==> src/asc_pkg.sv <==
/*
 Package for the converter serial control block: frame counts, idle status level,
 result widths and the structs that carry the serial input and output pin groups.
 Assumes one system clock; serial pins are sampled, not used as clocks.
*/
`default_nettype none
package asc_pkg;
    localparam int          ASC_RES_W      = 12;
    localparam int          ASC_CMD_W      = 8;
    localparam int          ASC_ADDR_BITS  = 4;
    localparam logic [4:0]  ASC_DEF_EDGES  = 5'h0C;
    localparam logic        ASC_STAT_IDLE  = 1'b1;
    localparam logic [11:0] ASC_RES_RST    = 12'h000;

    typedef enum logic [2:0] {
        ASC_IDLE  = 3'b001,
        ASC_FRAME = 3'b010,
        ASC_CONV  = 3'b100
    } asc_state_e;

    typedef struct packed {
        logic csN;
        logic ioClk;
        logic dataIn;
    } asc_pins_s;

    typedef struct packed {
        logic       dataOut;
        logic       dataOutOeN;
        logic       statusPin;
    } asc_outs_s;
endpackage : asc_pkg
`default_nettype wire

==> src/asc_serial_ctrl.sv <==
/*
 Serial control and result shifter of a 12-bit sampling converter.
 Assumes the host is a mode-0 serial master far slower than mclk (>= 4 mclk
 per half period) and that the converter core answers with convDone.
*/
// Behaviour
// - The eight input bits are captured on the first eight rising clock edges; address valid rises after the fourth, the address settles after the eighth.
// - Sampling runs from the fourth falling clock edge to the last falling edge of the frame.
// - The result output is high impedance while chip select is high and driven only while it is low.
// - When chip select falls the first bit of the previous result is driven, MSB or LSB first as configured.
// - Each following falling clock edge advances the output to the next result bit.
// - In interrupt mode the status pin falls once the conversion is done and the result is ready.
// - In interrupt mode the low status is cleared by a rising clock edge.
// - In end-of-conversion mode the status pin goes low after the last falling edge and stays low until done.
// - On the last falling clock edge control passes to the conversion state machine.
// - Chip select falling resets counters and enables the port; rising disables input and clock.
// - In end-of-conversion mode the status pin returns high when conversion completes.
`default_nettype none
module asc_serial_ctrl
    import asc_pkg::*;
(
    // Clock and reset
    input  wire logic                     mclk,
    input  wire logic                     rst_n,
    // Serial pins from the host
    input  wire asc_pkg::asc_pins_s       pinsIn,
    // Serial and status pins to the host
    output asc_pkg::asc_outs_s            pinsOut,
    // Mode straps from configuration
    input  wire logic                     lsbFirst,
    input  wire logic                     intMode,
    input  wire logic [4:0]               frameEdges,
    // Converter core
    output logic [ASC_ADDR_BITS-1:0]      muxAddr,
    output logic                          muxAddrValid,
    output logic [ASC_CMD_W-1:0]          commandByte,
    output logic                          sampling,
    output logic                          convStart,
    input  wire logic                     convDone,
    input  wire logic [ASC_RES_W-1:0]     convResult
);
    // Registered state and the combinational next state
    asc_pins_s            syncPins;
    asc_state_e           stateQ;
    asc_state_e           stateD;
    logic                 csNPrevQ;
    logic                 clkPrevQ;
    logic [4:0]           riseCntQ;
    logic [4:0]           fallCntQ;
    logic [ASC_CMD_W-1:0] cmdQ;
    logic [ASC_RES_W-1:0] resultQ;
    logic [ASC_RES_W-1:0] shiftQ;
    logic                 samplingQ;
    logic                 statusQ;
    logic                 addrValidQ;
    logic                 convStartQ;

    // Picks the bit that leaves first for the configured order
    function automatic logic lead_bit(input logic lsb, input logic [ASC_RES_W-1:0] v);
        return lsb ? v[0] : v[ASC_RES_W-1];
    endfunction

    // Moves the next bit into the leading place; the vacated end fills with zero
    function automatic logic [ASC_RES_W-1:0] step_word(input logic lsb, input logic [ASC_RES_W-1:0] v);
        return lsb ? {1'b0, v[ASC_RES_W-1:1]} : {v[ASC_RES_W-2:0], 1'b0};
    endfunction

    // The shifters and counters are sized for these widths only
    if (ASC_RES_W != 12) begin : gBadRes
        $error("asc_serial_ctrl: result width must be 12");
    end
    if (ASC_CMD_W != 8 || ASC_ADDR_BITS != 4) begin : gBadCmd
        $error("asc_serial_ctrl: command must be 8 bits with a 4-bit address");
    end

    asc_sync #(
        .W        (3)
    ) uSync (
        .mclk     (mclk),
        .rst_n    (rst_n),
        .asyncIn  (pinsIn),
        .resetVal (3'b100),
        .syncOut  (syncPins)
    );

    wire       csActive   = !syncPins.csN;
    wire       csFall     = csNPrevQ && !syncPins.csN;
    wire       clkRise    = csActive && !clkPrevQ && syncPins.ioClk;
    wire       clkFall    = csActive && clkPrevQ && !syncPins.ioClk;
    wire       inFrame    = (stateQ == ASC_FRAME);
    wire       frameRise  = clkRise && inFrame;
    wire       frameFall  = clkFall && inFrame;
    wire       convFinish = convDone && (stateQ == ASC_CONV);
    wire [4:0] fallNext   = fallCntQ + 5'h01;
    // A frame with fewer falls than frameEdges never hands over; the next select fall restarts it
    wire       lastFall   = clkFall && (fallNext == frameEdges);
    wire       firstOut   = lead_bit(lsbFirst, resultQ);

    // A select fall outside IDLE leaves the state alone; the counters still restart
    always_comb begin
        stateD = stateQ;
        unique case (stateQ)
            ASC_IDLE:  if (csFall) stateD = ASC_FRAME;
            ASC_FRAME: if (lastFall) stateD = ASC_CONV;
            ASC_CONV:  if (convDone) stateD = ASC_IDLE;
            default:   stateD = ASC_IDLE;
        endcase
    end

    // Edge detectors start at the idle pin levels so reset never fakes an edge
    always_ff @(posedge mclk or negedge rst_n) begin
        if (!rst_n) begin
            stateQ   <= ASC_IDLE;
            csNPrevQ <= 1'b1;
            clkPrevQ <= 1'b0;
        end else begin
            stateQ   <= stateD;
            csNPrevQ <= syncPins.csN;
            clkPrevQ <= syncPins.ioClk;
        end
    end

    // Edge counters restart on every chip-select fall
    always_ff @(posedge mclk or negedge rst_n) begin
        if (!rst_n) begin
            riseCntQ <= 5'h00;
            fallCntQ <= 5'h00;
        end else if (csFall) begin
            riseCntQ <= 5'h00;
            fallCntQ <= 5'h00;
        end else begin
            // Rises past 31 would wrap, but the command stops shifting after eight
            if (frameRise) riseCntQ <= riseCntQ + 5'h01;
            if (frameFall) fallCntQ <= fallNext;
        end
    end

    // Command byte: MSB first on the first eight rises
    always_ff @(posedge mclk or negedge rst_n) begin
        if (!rst_n) begin
            cmdQ       <= 8'h00;
            addrValidQ <= 1'b0;
        end else if (csFall) begin
            addrValidQ <= 1'b0;
        end else if (frameRise && riseCntQ < 5'h08) begin
            cmdQ <= {cmdQ[ASC_CMD_W-2:0], syncPins.dataIn};
            if (riseCntQ == 5'h03) addrValidQ <= 1'b1;
        end
    end

    // Sampling window: fourth fall to last fall
    always_ff @(posedge mclk or negedge rst_n) begin
        if (!rst_n) begin
            samplingQ <= 1'b0;
        end else if (csFall || lastFall) begin
            samplingQ <= 1'b0;
        end else if (frameFall && fallNext == 5'h04) begin
            samplingQ <= 1'b1;
        end
    end

    // Result latch and output shifter
    always_ff @(posedge mclk or negedge rst_n) begin
        if (!rst_n) begin
            resultQ <= ASC_RES_RST;
            shiftQ  <= ASC_RES_RST;
        end else begin
            // Stored only on a finish in CONV, so a stray done is ignored
            if (convFinish) resultQ <= convResult;
            if (csFall) begin
                shiftQ <= step_word(lsbFirst, resultQ);
            end else if (frameFall) begin
                shiftQ <= step_word(lsbFirst, shiftQ);
            end
        end
    end

    // Data comes from a flop so the pin never glitches between falls
    logic dataOutQ;
    always_ff @(posedge mclk or negedge rst_n) begin
        if (!rst_n) begin
            dataOutQ <= 1'b0;
        end else if (csFall) begin
            dataOutQ <= firstOut;
        end else if (frameFall) begin
            dataOutQ <= lead_bit(lsbFirst, shiftQ);
        end
    end

    // Status pin; a done in the same cycle as a clearing rise wins
    always_ff @(posedge mclk or negedge rst_n) begin
        if (!rst_n) begin
            statusQ    <= ASC_STAT_IDLE;
            convStartQ <= 1'b0;
        end else begin
            convStartQ <= lastFall;
            if (intMode) begin
                if (convFinish) statusQ <= 1'b0;
                else if (clkRise) statusQ <= 1'b1;
            end else begin
                if (lastFall) statusQ <= 1'b0;
                else if (convFinish) statusQ <= 1'b1;
            end
        end
    end

    // Enable follows the synchronised select: high impedance whenever the host lets go
    assign pinsOut.dataOut    = dataOutQ;
    assign pinsOut.dataOutOeN = syncPins.csN;
    assign pinsOut.statusPin  = statusQ;
    assign muxAddr            = cmdQ[ASC_ADDR_BITS-1:0];
    assign muxAddrValid       = addrValidQ;
    assign commandByte        = cmdQ;
    assign sampling           = samplingQ;
    assign convStart          = convStartQ;
endmodule // asc_serial_ctrl
`default_nettype wire

==> src/asc_sync.sv <==
/*
 Two-flop synchroniser for a bundle of pin levels.
 Assumes inputs are asynchronous to mclk; output is safe for logic.
*/
`default_nettype none
module asc_sync #(
    parameter int W = 3
) (
    // Clock and reset
    input  wire logic         mclk,
    input  wire logic         rst_n,
    // Levels
    input  wire logic [W-1:0] asyncIn,
    input  wire logic [W-1:0] resetVal,
    output logic      [W-1:0] syncOut
);
    logic [W-1:0] stage1Q;
    logic [W-1:0] stage2Q;

    if (W < 1) begin : gBadW
        $error("asc_sync: W must be positive");
    end

    // Reset value comes from a port, so it is loaded synchronously while reset is held and on the first edge after release
    logic armedQ;
    always_ff @(posedge mclk or negedge rst_n) begin
        if (!rst_n) begin
            armedQ <= 1'b0;
        end else begin
            armedQ <= 1'b1;
        end
    end

    always_ff @(posedge mclk) begin
        if (!armedQ) begin
            stage1Q <= resetVal;
            stage2Q <= resetVal;
        end else begin
            stage1Q <= asyncIn;
            stage2Q <= stage1Q;
        end
    end

    assign syncOut = stage2Q;
endmodule // asc_sync
`default_nettype wire

==> config.mk <==
export PLATFORM = sky130hd
export DESIGN_NAME = asc_serial_ctrl
export DESIGN_NICKNAME = d
export VERILOG_FILES = /design/src/asc_pkg.sv /design/src/asc_serial_ctrl.sv /design/src/asc_sync.sv
export SDC_FILE = /design/constraint.sdc
export NUM_CORES = 1
export LEC_CHECK = 0
export BUFFER_PORTS_ARGS = -buffer_cell sky130_fd_sc_hd__buf_4
export CAP_MARGIN = 20
export CELL_PAD_IN_SITES_DETAIL_PLACEMENT = 1
export CELL_PAD_IN_SITES_GLOBAL_PLACEMENT = 2
export CORE_ASPECT_RATIO = 0.8
export CORE_MARGIN = 2
export CORE_UTILIZATION = 37
export DETAILED_ROUTE_END_ITERATION = 10
export PLACE_DENSITY = 0.79
export SYNTH_ARGS = -nofsm -noshare
export SYNTH_HDL_FRONTEND = slang
export SYNTH_HIERARCHICAL = 1
export SYNTH_SLANG_ARGS = --single-unit
==> constraint.sdc <==
create_clock -name mclk -period 2.4 [get_ports mclk]
set_input_delay 0.6 -clock mclk [delete_from_list [all_inputs] [get_ports mclk]]
set_output_delay 0.6 -clock mclk [all_outputs]
set_load 0.03 [all_outputs]
# After elaboration in Yosys (flattened, before gate mapping)
# Index checks and enable logic that the tools add are counted.
dict set report classes {
  addsub 2
  order_cmp 1
  n_eq_ne 10
  mux 26
  n_bitwise 1
  reduce_logical 25
}
# cell n
set op_table {}
lappend op_table {{$mux W12} 4}
lappend op_table {{$mux W5} 4}
lappend op_table {{$mux W1} 14}
lappend op_table {{$logic_and A1 B1 Y1} 11}
lappend op_table {{$add A5 B1 Y5 const B} 2}
lappend op_table {{$reduce_bool A2 Y1} 5}
lappend op_table {{$mux W3} 3}
lappend op_table {{$pmux W3 S3} 1}
lappend op_table {{$reduce_and A2 Y1} 3}
lappend op_table {{$eq A5 B2 Y1 const B} 1}
lappend op_table {{$eq A5 B3 Y1 const B} 1}
lappend op_table {{$eq A5 B5 Y1} 1}
lappend op_table {{$lt A5 B4 Y1 const B} 1}
lappend op_table {{$ne A2 B2 Y1 const B} 2}
lappend op_table {{$eq A3 B1 Y1 const B} 1}
lappend op_table {{$eq A3 B2 Y1 const B} 1}
lappend op_table {{$eq A3 B3 Y1 const B} 1}
lappend op_table {{$logic_not A1 Y1} 3}
lappend op_table {{$ne A3 B1 Y1 const B} 1}
lappend op_table {{$reduce_and A3 Y1} 1}
lappend op_table {{$reduce_bool A3 Y1} 1}
lappend op_table {{$ne A2 B1 Y1 const B} 1}
lappend op_table {{$logic_or A1 B1 Y1} 1}
lappend op_table {{$not A1 Y1} 1}
dict set report totals {
  regBits 59
  elab_cells 81
}

# Logic depth before layout (Yosys ltp)
# Gate-level depths: netlist of run 1.
dict set report logic_depth {
  word_depth 7
  depth_mapped 6
  ltp_nobuf 5
}

# Hierarchy
# The synthesis of run 1 kept the hierarchy.
# module n_inst cells_per_inst area_each_um2 seq_area_each_um2
set modules_own_cells {}
lappend modules_own_cells {asc_serial_ctrl 1 233 2598.7 1305.0}
lappend modules_own_cells {asc_sync 1 15 250.2 145.1}

# Least setup slack after synthesis of run 1
# OpenSTA, ideal clock, no wires.
dict set report synth_timing {
  path_kind {register to register}
  start {register uSync.stage2Q[2], in the netlist uSync/syncOut[2]}
  end {register cmdQ[0], in the netlist commandByte[0]}
  arrival_time_ps 1728
  slack_ps 547
  path_stages_with_launch 6
  n_path_buf 1
  synth_period_minus_slack_ps 1853
  path_cell_list {dfxtp_1 > nor3b_4 > nand2_2 > or4_1 > buf_4 > mux2_4}
}
dict set report synth_via {
  elab_chain_cells 6
  word_cells_on_any_way 8
  cone_classes {bitwise: 1; reduce/logical: 7}
}
# item line
set synth_lines {}
lappend synth_lines {{start: declaration} asc_sync.sv:18} ;# logic [W-1:0] stage2Q;
lappend synth_lines {{start signal: assignment} asc_sync.sv:37} ;# stage2Q <= resetVal;
lappend synth_lines {{start signal: assignment} asc_sync.sv:40} ;# stage2Q <= stage1Q;
lappend synth_lines {{$logic_not A1 Y1 *} {asc_serial_ctrl.sv:86, asc_serial_ctrl.sv:87}}
lappend synth_lines {{$logic_and A1 B1 Y1 (2 in series)} asc_serial_ctrl.sv:88} ;# wire clkRise = csActive && !clkPrevQ && syncPins.ioClk;
lappend synth_lines {{$logic_and A1 B1 Y1} asc_serial_ctrl.sv:91} ;# wire frameRise = clkRise && inFrame;
lappend synth_lines {{$logic_and A1 B1 Y1} asc_serial_ctrl.sv:145} ;# end else if (frameRise && riseCntQ < 5'h08) begin
lappend synth_lines {{$reduce_and A2 Y1 (no source line) *} --}
lappend synth_lines {{end signal: assignment} asc_serial_ctrl.sv:146} ;# cmdQ <= {cmdQ[ASC_CMD_W-2:0], syncPins.dataIn};
lappend synth_lines {{end: declaration} asc_serial_ctrl.sv:50} ;# logic [ASC_CMD_W-1:0] cmdQ;
# Mark *: on every way between the ends. The rest lies on a longest branch, timed or not.
# A chain may end at the register's enable or synchronous reset.

# Worst setup path after layout of run 1
dict set report layout_timing {
  start {register stateQ[2]}
  end {register cmdQ[0], in the netlist commandByte[0]}
}
dict set report layout_via {
  elab_chain_cells 4
}
# item line
set layout_lines {}
lappend layout_lines {{start: declaration} asc_serial_ctrl.sv:44} ;# asc_state_e stateQ;
lappend layout_lines {{start signal: assignment} asc_serial_ctrl.sv:117} ;# stateQ <= stateD;
lappend layout_lines {{$eq A3 B2 Y1} asc_serial_ctrl.sv:90} ;# wire inFrame = (stateQ == ASC_FRAME);
lappend layout_lines {{$logic_and A1 B1 Y1} asc_serial_ctrl.sv:91}
lappend layout_lines {{$logic_and A1 B1 Y1} asc_serial_ctrl.sv:145}
lappend layout_lines {{$reduce_and A2 Y1 (no source line)} --}
# No other way between the ends.

==> results.sh, run 1 <==
export IMPL_die_h_um=82.5
export IMPL_drive_gt1_frac=0.334
export IMPL_drc=0
export IMPL_max_freq_mhz=494
export IMPL_die_w_um=102
export IMPL_syn_area_mm2=0.00285
export IMPL_cp_start_kind="flop"
export IMPL_drt_wl_total_um=5810
export IMPL_maxCapViolCount=0
export IMPL_highest_layer="met4"
export IMPL_fin_cells=404
export IMPL_synth_top_cell_area_share=0.439
export IMPL_met2_wirelength_um=2790
export IMPL_drtAntennaViolNets=0
export IMPL_clkSinkCount=59
export IMPL_syn_to_final_growth_pct=21.1
export IMPL_cts_made_buffers=9
export IMPL_ff2ff_path_depth=4
export IMPL_track_usage=0.159
export IMPL_synth_enable_flop_cells=0
export IMPL_pre_cts_ws_ns=0.364
export IMPL_first_pass_iters=4
export IMPL_final_common_cell="dfrtp_1"
export IMPL_grt_max_degree=54
export IMPL_routed_via_density=4.75
export IMPL_crit_fanout=9
export IMPL_postCtsHoldBufs=0
export IMPL_p_leak_nw=1.70
export IMPL_synthCells=248
export IMPL_final_hold_violation_count=0
export IMPL_rr_startpoint="stateQ[2]"
export IMPL_ios=43
export IMPL_gp_congestion=0.756
export IMPL_cts_resized=0
export IMPL_std_cell_rows=28
export IMPL_nets=322
export IMPL_syn_avg_cell_area_um2=11.5
export IMPL_worstPathArrival_ns=2.25
export IMPL_relSlewSlack=0.429
export IMPL_grt_pass1_wl_um=9900
export IMPL_hold_path_class="in -> async"
export IMPL_crit_required_ns=2.62
export IMPL_clkTransAtPathRegs_ns=0.07
export IMPL_skew_ns=0.00616
export IMPL_ctsLongestPathBuffers=2
export IMPL_finalCritPeriodShare=0.844
export IMPL_worstSetupPathType="reg -> reg"
export IMPL_vias=1918
export IMPL_critPathLaunch="stateQ[2]"
export IMPL_grt_pass1_vias=1951
export IMPL_tightestPinTransition_ns=0.857
export IMPL_status="complete, no violations"
export IMPL_total_power_mw=2.22
export IMPL_core_area_mm2=0.00743
export IMPL_drv_slew=0
export IMPL_overflow=0
export IMPL_clk_latency_ns=0.34
export IMPL_portBuffers=42
export IMPL_final_cell_mix="50 x dfrtp_1, 47 x buf_4, 42 x nand2_1, 17 x mux2i_1, 14 x mux2_4"
export IMPL_endpoint="commandByte[0]"
export IMPL_setup_viol=0
export IMPL_wl_met1_um=2680
export IMPL_synth_area_top_cells="dfrtp_1 44%, mux2_4 7.4%, mux2i_1 6.0%"
export IMPL_drt_initial_drc_count=77
export IMPL_antenna_found_initial=0
export IMPL_dpl_hpwl_um=4130
export IMPL_ir_drop_v=0.000329
export IMPL_min_period_ns=2.03
export IMPL_end_kind="flop"
export IMPL_fin_setup_tns_ns=0
export IMPL_ff2ff_setup_slack_ns=0.37
export IMPL_worstReg2RegEnd="commandByte[0]"
export IMPL_setup_slack_ns=0.374
export IMPL_die_area_mm2=0.00842
export IMPL_cts_tree="done"
export IMPL_synth_warnings=6
export IMPL_cts_setup_buffers=0
export IMPL_route_met3_wl_um=269
export IMPL_rsz0062_at_grt="no"
export IMPL_place_inst=388
export IMPL_ys_seq_area_frac=0.509
export IMPL_root_buffer="clkbuf_8"
export IMPL_initial_core_util=0.384
export IMPL_htreeDepth=3
export IMPL_powerDensity_mw_per_mm2=644
export IMPL_wl_per_cell_um=14.4
export IMPL_synth_top_cell_by_area="dfrtp_1"
export IMPL_synth_seq_cells=59
export IMPL_antenna_cells=0
export IMPL_synth_distinct_cells=48
export IMPL_synth_async_reset_ratio=0.898
export IMPL_synthFlopType="dfrtp_1"
==> registers in the layout, summed over array words and instances, names as in the netlist, 3 cells and up <==
register and cells:
uSync/stage1Q 3, fallCntQ 5, uSync/syncOut 3, riseCntQ 5, shiftQ 12, stateQ 3, resultQ 12, commandByte 8
==> logic make-up (layout without fill, tap and decap cells) <==
family / count (synthesis) / after routing / synth area share
buf+inv: 22 / 69 / 0.0413
mux: 43 / 43 / 0.181
simple gates: 81 / 81 / 0.149
other cells: 3 / 7 / 0.00395
xor+xnor: 15 / 15 / 0.0509
compound gates: 22 / 22 / 0.0514
fa+ha+maj: 3 / 3 / 0.0132
flops: 59 / 59 / 0.509
==> synth_stat cells, types with 5 or more instances <==
cell type,number
dfrtp_1,50
nand2_1,42
mux2i_1,17
mux2_4,14
mux2_2,12
nor2_1,10
buf_4,7
o21ai_0,7
xnor2_1,7
xor2_1,7
dfxtp_1,6
inv_1,6
clkbuf_1,5
nand3_1,5
==> worst max-delay path: stages, from the launching register on <==
cell	delay, ns
dfrtp_1	0.43
nor3b_4	0.29
nand2_2	0.12
or4_1	0.68
mux2_4	0.39
==> where the power goes <==
part | switching (mW) | total (mW) | leakage (nW) | internal, mW
combinational | 0.130 | 0.254 | 0.823 | 0.123
sequential | 0.0399 | 1.08 | 0.775 | 1.04
clock | 0.381 | 0.883 | 0.0991 | 0.502
==> metal layers <==
layer,vias up,GRT usage
li1,926,-
met1,950,0.209
met2,35,0.251
met3,7,0.0556
met4,0,0.0440
met5,-,0
==> cell type report <==
type                            instances  area (µm²)
Clock inverter                          5        52.6
Fill cell                             820        3980
Inverter                                6        22.5
Timing Repair Buffer                   47         353
Tap cell                              105         131
Sequential cell                        59        1450
Multi-Input combinational cell        171        1300
Clock buffer                           11         141
==> through the flow <==
stage                     area (µm²)  utilization  hold slack, ns
after floorplan                 2860            -           0.304
after global placement          3260        0.438           0.366
after detailed placement        3260        0.438           0.368
after CTS                       3450        0.464           0.327
after global routing            3450        0.464           0.335
final                           3450        0.464           0.302
==> how the worst min path moves through the flow <==
stage                                 to  slack, ns  depth (start not counted)
final                        fallCntQ[0]       0.30                          1
after detailed placement        clkPrevQ       0.37                          0
after global routing      commandByte[1]       0.34                          1
after global placement          clkPrevQ       0.37                          0
after CTS                      shiftQ[8]       0.33                          1
after floorplan                 clkPrevQ       0.30                          0
Note: power is estimated with default switching activity, not from simulation.
==> run 2: changes to the inputs <==
Settings changed: ABC_AREA set to 1, CORE_UTILIZATION 37 to 34.
Clock period 2.4 ns to 1.9 ns, I/O delays scaled along.
==> results.sh, run 2 <==
export IMPL_antenna_found_initial=0
export IMPL_cts_made_buffers=9
export IMPL_synth_warnings=6
export IMPL_skew_ns=0.0107
export IMPL_intPower_mw=2.67
export IMPL_worstSetupPathType="reg -> reg"
export IMPL_synth_area_top_cells="dfrtp_1 44%, nand2_1 11%, o21ai_0 5.3%"
export IMPL_std_cell_rows=29
export IMPL_p_comb_frac=0.290
export IMPL_overflow=0
export IMPL_wl_per_cell_um=13.9
export IMPL_nets=405
export IMPL_switching_share=0.349
export IMPL_die_h_um=85.7
export IMPL_syn_area_mm2=0.00284
export IMPL_dpl_hpwl_um=4970
export IMPL_synth_async_reset_ratio=0.898
export IMPL_worstPathArrival_ns=1.98
export IMPL_seq_area_mm2=0.00145
export IMPL_clkTransAtPathRegs_ns=0.07
export IMPL_crit_required_ns=2.17
export IMPL_postCtsHoldBufs=0
export IMPL_setup_slack_ns=0.194
export IMPL_drt_wl_total_um=6840
export IMPL_grt_pass1_wl_um=11900
export IMPL_initial_core_util=0.354
export IMPL_ys_seq_area_frac=0.511
export IMPL_dpl_cell_area_mm2=0.00330
export IMPL_total_power_mw=4.10
export IMPL_drv_slew=0
export IMPL_min_period_ns=1.71
export IMPL_drt_initial_drc_count=71
export IMPL_cp_start_kind="flop"
export IMPL_drc=0
export IMPL_maxCapViolCount=0
export IMPL_pre_cts_ws_ns=0.194
export IMPL_synth_seq_cells=59
export IMPL_p_leak_nw=1.75
export IMPL_htreeDepth=3
export IMPL_fin_cells=490
export IMPL_powerDensity_mw_per_mm2=1170
export IMPL_syn_avg_cell_area_um2=8.62
export IMPL_p_clk_frac=0.272
export IMPL_routed_via_density=4.66
export IMPL_ir_drop_v=0.000368
export IMPL_switchingPower_mw=1.43
export IMPL_setup_viol=0
export IMPL_track_usage=0.167
export IMPL_hold_path_class="in -> async"
export IMPL_synth_most_common_cell="nand2_1"
export IMPL_multi_input_area_mm2=0.00114
export IMPL_synth_top_cell_by_area="dfrtp_1"
export IMPL_drtAntennaViolNets=0
export IMPL_drive_gt1_frac=0.251
export IMPL_final_cell_mix="81 x nand2_1, 50 x dfrtp_1, 49 x buf_4, 37 x inv_1, 30 x o21ai_0"
export IMPL_status="complete, no violations"
export IMPL_synthFlopType="dfrtp_1"
export IMPL_end_kind="flop"
export IMPL_synth_distinct_cells=36
export IMPL_portBuffers=42
export IMPL_cts_tree="done"
export IMPL_syn_to_final_growth_pct=23.6
export IMPL_crit_fanout=5
export IMPL_ios=43
export IMPL_core_area_mm2=0.00802
export IMPL_grt_max_degree=28
export IMPL_fill_cells=976
export IMPL_final_common_cell="nand2_1"
export IMPL_fin_area_mm2=0.00350
export IMPL_synth_top_cell_area_share=0.441
export IMPL_place_inst=473
export IMPL_synthCells=329
export IMPL_final_util=0.437
export IMPL_root_buffer="clkbuf_8"
export IMPL_die_w_um=106
export IMPL_vias=2282
export IMPL_die_area_mm2=0.00909
export IMPL_finalCritPeriodShare=0.898
export IMPL_grt_pass1_vias=2467
export IMPL_gp_congestion=0.840
export IMPL_clk_latency_ns=0.34
export IMPL_ys_top_cells_by_count="81 x nand2_1, 50 x dfrtp_1, 37 x inv_1"
export IMPL_synth_enable_flop_cells=0
export IMPL_max_freq_mhz=586
export IMPL_final_hold_violation_count=0
export IMPL_antenna_cells=0
export IMPL_clkSinkCount=59
export IMPL_ctsLongestPathBuffers=2
export IMPL_power_frac_seq=0.438
export IMPL_first_pass_iters=4
[run 2: metrics by stage]
stage | hold slack (ns) | TNS, ns
2_1_floorplan | 0.179 | 0
3_3_place_gp | 0.336 | 0
3_5_place_dp | 0.339 | 0
4_1_cts | 0.0455 | 0
5_1_grt | 0.0545 | -0.00245
6_report | 0.0472 | 0
[run 2: kinds of logic (layout without fill, tap and decap cells)]
family / Yosys count / count (layout) / synth area share
AOI/OAI and AO/OA: 70 / 70 / 0.136
muxes: 8 / 8 / 0.0423
buffers and inverters: 59 / 111 / 0.0895
adders and majority gates: 3 / 3 / 0.0132
DFF: 59 / 59 / 0.511
other: 3 / 4 / 0.00397
xor gates and xnor gates: 2 / 2 / 0.00882
and+or+nand+nor: 125 / 125 / 0.195
[run 2: power by group through the flow]
stage,logic [mW],registers (mW),clock network [mW]
floorplan,0.825,1.80,0
global placement,1.14,1.81,0
detailed placement,1.18,1.83,0
CTS,1.19,1.81,1.17
global route,1.36,1.85,1.21
finish,1.19,1.80,1.12
[run 2: metal layers]
| layer | GRT usage | share of wire | vias up |
|---|---|---|---|
| met2 | 0.260 | 0.46 | 34 |
| met3 | 0.0494 | 0.039 | 4 |
| met4 | 0.0395 | 0.0054 | 0 |
| met1 | 0.231 | 0.50 | 1095 |
| met5 | 0 | 0 | - |
| li1 | - | - | 1149 |
[run 2: what timing repair did]
item,CTS,global route
endpoints found under the setup margin,0,2
buffers inserted,0,1
resized for setup,0,0
[run 2: worst paths after layout]
kind | start | to | slack, ns | cells past startpoint
hold reg to reg | uSync/syncOut[1] | clkPrevQ | 0.35 | 0
setup reg to reg | fallCntQ[0] | stateQ[2] | 0.19 | 10
max in group asynchronous | rst_n | statusQ | 1.30 | 2
min in group mclk | pinsIn[1] | uSync/stage1Q[1] | 0.33 | 3
hold / removal | rst_n | fallCntQ[3] | 0.05 | 1
setup / recovery | fallCntQ[0] | stateQ[2] | 0.19 | 10
[run 2: cell type report]
| class | count | area share |
|---|---|---|
| sequential | 59 | 0.414 |
| multi-input combinational | 212 | 0.324 |
| timing repair buffer | 52 | 0.122 |
| inverter | 43 | 0.0461 |
| tap | 108 | 0.0386 |
| clock buffer | 10 | 0.0364 |
| clock inverter | 6 | 0.0189 |
[run 2: critical path: stages (launching register included)]
cell and delay (ns):
dfrtp_1 0.41, ha_1 0.33, xnor2_1 0.17, nand3_1 0.11, nor2_2 0.11, nand3_2 0.08, nor2_4 0.14, nand2_2 0.07
nand2_1 0.08, nand2_1 0.07, nand2_1 0.07
==> run 3: changes to the inputs <==
Settings changed: ABC_AREA 1 to 0, CORE_UTILIZATION 34 to 37, PLACE_DENSITY 0.79 to 0.84, SETUP_SLACK_MARGIN set to 0.1.
==> results.sh, run 3 (synthesis gave the netlist of run 1 again) <==
export IMPL_total_power_mw=2.76
export IMPL_ctsLongestPathBuffers=2
export IMPL_worstPathArrival_ns=1.97
export IMPL_rsz0062_at_grt="yes"
export IMPL_drive_gt1_frac=0.379
export IMPL_maxCapViolCount=0
export IMPL_ff2ff_path_depth=5
export IMPL_core_area_mm2=0.00743
export IMPL_ff2ff_setup_slack_ns=0.15
export IMPL_finalCritPeriodShare=0.920
export IMPL_gp_congestion=0.778
export IMPL_dpl_hpwl_um=4310
export IMPL_initial_core_util=0.384
export IMPL_clkTransAtPathRegs_ns=0.06
export IMPL_max_stage_delay_ns=0.43
export IMPL_wl_per_cell_um=15.3
export IMPL_rr_startpoint="stateQ[2]"
export IMPL_skew_ns=0.00613
export IMPL_root_buffer="clkbuf_8"
export IMPL_cts_tree="done"
export IMPL_cp_start_kind="flop"
export IMPL_whs_ns=0.164
export IMPL_vias=2007
export IMPL_setup_viol=0
export IMPL_hold_path_class="in -> async"
export IMPL_crit_slowest_cell="or4_4"
export IMPL_portBuffers=42
export IMPL_nets=337
export IMPL_drv_slew=0
export IMPL_first_pass_iters=4
export IMPL_antenna_found_initial=0
export IMPL_crit_required_ns=2.12
export IMPL_status="complete, no violations"
export IMPL_drt_initial_drc_count=67
export IMPL_relSlewSlack=0.549
export IMPL_ios=43
export IMPL_htreeDepth=3
export IMPL_final_common_cell="buf_4"
export IMPL_final_cell_mix="58 x buf_4, 48 x dfrtp_1, 42 x nand2_1, 17 x mux2i_1, 14 x mux2_4"
export IMPL_cts_made_buffers=9
export IMPL_final_util=0.491
export IMPL_clkSinkCount=59
export IMPL_max_freq_mhz=572
export IMPL_grt_pass1_vias=2009
export IMPL_track_usage=0.163
export IMPL_p_leak_nw=1.80
export IMPL_grt_pass1_wl_um=10200
export IMPL_routed_via_density=4.79
export IMPL_die_w_um=102
export IMPL_crit_fanout=9
export IMPL_ir_drop_v=0.000413
export IMPL_worstSetupPathType="reg -> reg"
export IMPL_min_period_ns=1.75
export IMPL_end_kind="flop"
export IMPL_grt_max_degree=54
export IMPL_final_hold_violation_count=0
export IMPL_die_area_mm2=0.00842
export IMPL_die_h_um=82.5
export IMPL_drt_wl_total_um=6410
export IMPL_drtAntennaViolNets=0
export IMPL_std_cell_rows=28
export IMPL_worstReg2RegEnd="commandByte[5]"
export IMPL_crit_path_cell_trace="nor3b_4 > nand2_2 > or4_4 > buf_12 > mux2_4"
export IMPL_powerDensity_mw_per_mm2=758
export IMPL_syn_to_final_growth_pct=27.9
export IMPL_antenna_cells=0
export IMPL_overflow=0
export IMPL_fin_setup_tns_ns=0
export IMPL_drc=0
export IMPL_tightestPinTransition_ns=0.677
export IMPL_clk_latency_ns=0.33
## run 3: cell types whose count changed in the layout (fill, tap and decap cells not counted), moves of 9 or more
| cell | previous run | this run |
|---|---|---|
| nand2_1 | 81 | 42 |
| o21ai_0 | 30 | 7 |
| buf_4 | 49 | 58 |
| inv_1 | 37 | 6 |
| mux2i_1 | 0 | 17 |
| mux2_2 | 0 | 12 |
| a21oi_1 | 14 | 3 |
## run 3: how the worst max path moves through the flow
| stage | startpoint | endpoint | slack [ns] | depth (start not counted) |
|---|---|---|---|---|
| 5_1_grt | stateQ[2] | commandByte[5] | 0.09 | 5 |
| 4_1_cts | csNPrevQ | dataOutQ | 0.09 | 4 |
| 6_report | stateQ[2] | commandByte[5] | 0.15 | 5 |
| 2_1_floorplan | stateQ[2] | commandByte[0] | 0.14 | 5 |
| 3_5_place_dp | fallCntQ[1] | stateQ[1] | 0.04 | 5 |
| 3_3_place_gp | fallCntQ[0] | stateQ[1] | 0.07 | 5 |
## run 3: worst max-delay path, delay by kind of cell (launching register included)
kind	cells	cell delay [ns]
buffers and inverters	1	0.16
muxes	1	0.29
and+or+nand+nor	3	0.77
DFF	1	0.41
## run 3: what timing repair did
item,4_1_cts,5_1_grt
gates cloned,0,2
endpoints found under the hold margin,0,0
hold buffers,0,0
gates resized for setup,3,6
buffers inserted,2,5
endpoints found under the setup margin,17,20
pin swaps,2,6
## run 3: per-stage QoR
step	worst slack (ns)	area (µm²)	cells
floorplan	0.143	2870	252
global placement	0.0657	3330	394
detailed placement	0.0406	3330	394
CTS	0.0899	3530	412
global route	0.0890	3640	419
finish	0.151	3640	419
## run 3: power by group
group | switching [mW] | internal, mW | total (mW) | leakage (nW)
registers | 0.0479 | 1.32 | 1.37 | 0.771
logic | 0.189 | 0.199 | 0.388 | 0.936
clock network | 0.465 | 0.542 | 1.01 | 0.0905
total | 0.701 | 2.06 | 2.76 | 1.80
## run 3: layout make-up
| type | instances | area, µm² |
|---|---|---|
| fill | 833 | 3780 |
| sequential | 59 | 1450 |
| multi-input combinational | 171 | 1340 |
| timing repair buffer | 62 | 526 |
| clock buffer | 14 | 163 |
| tap | 105 | 131 |
| inverter | 6 | 22.5 |
| clock inverter | 2 | 10.0 |
## run 3: layer usage
| layer | GRT usage | wire length [µm] | vias up |
|---|---|---|---|
| met5 | 0 | 0 | - |
| met4 | 0.0640 | 96 | 0 |
| met3 | 0.0505 | 233 | 10 |
| met1 | 0.222 | 3110 | 1004 |
| li1 | - | - | 954 |
| met2 | 0.245 | 2970 | 39 |
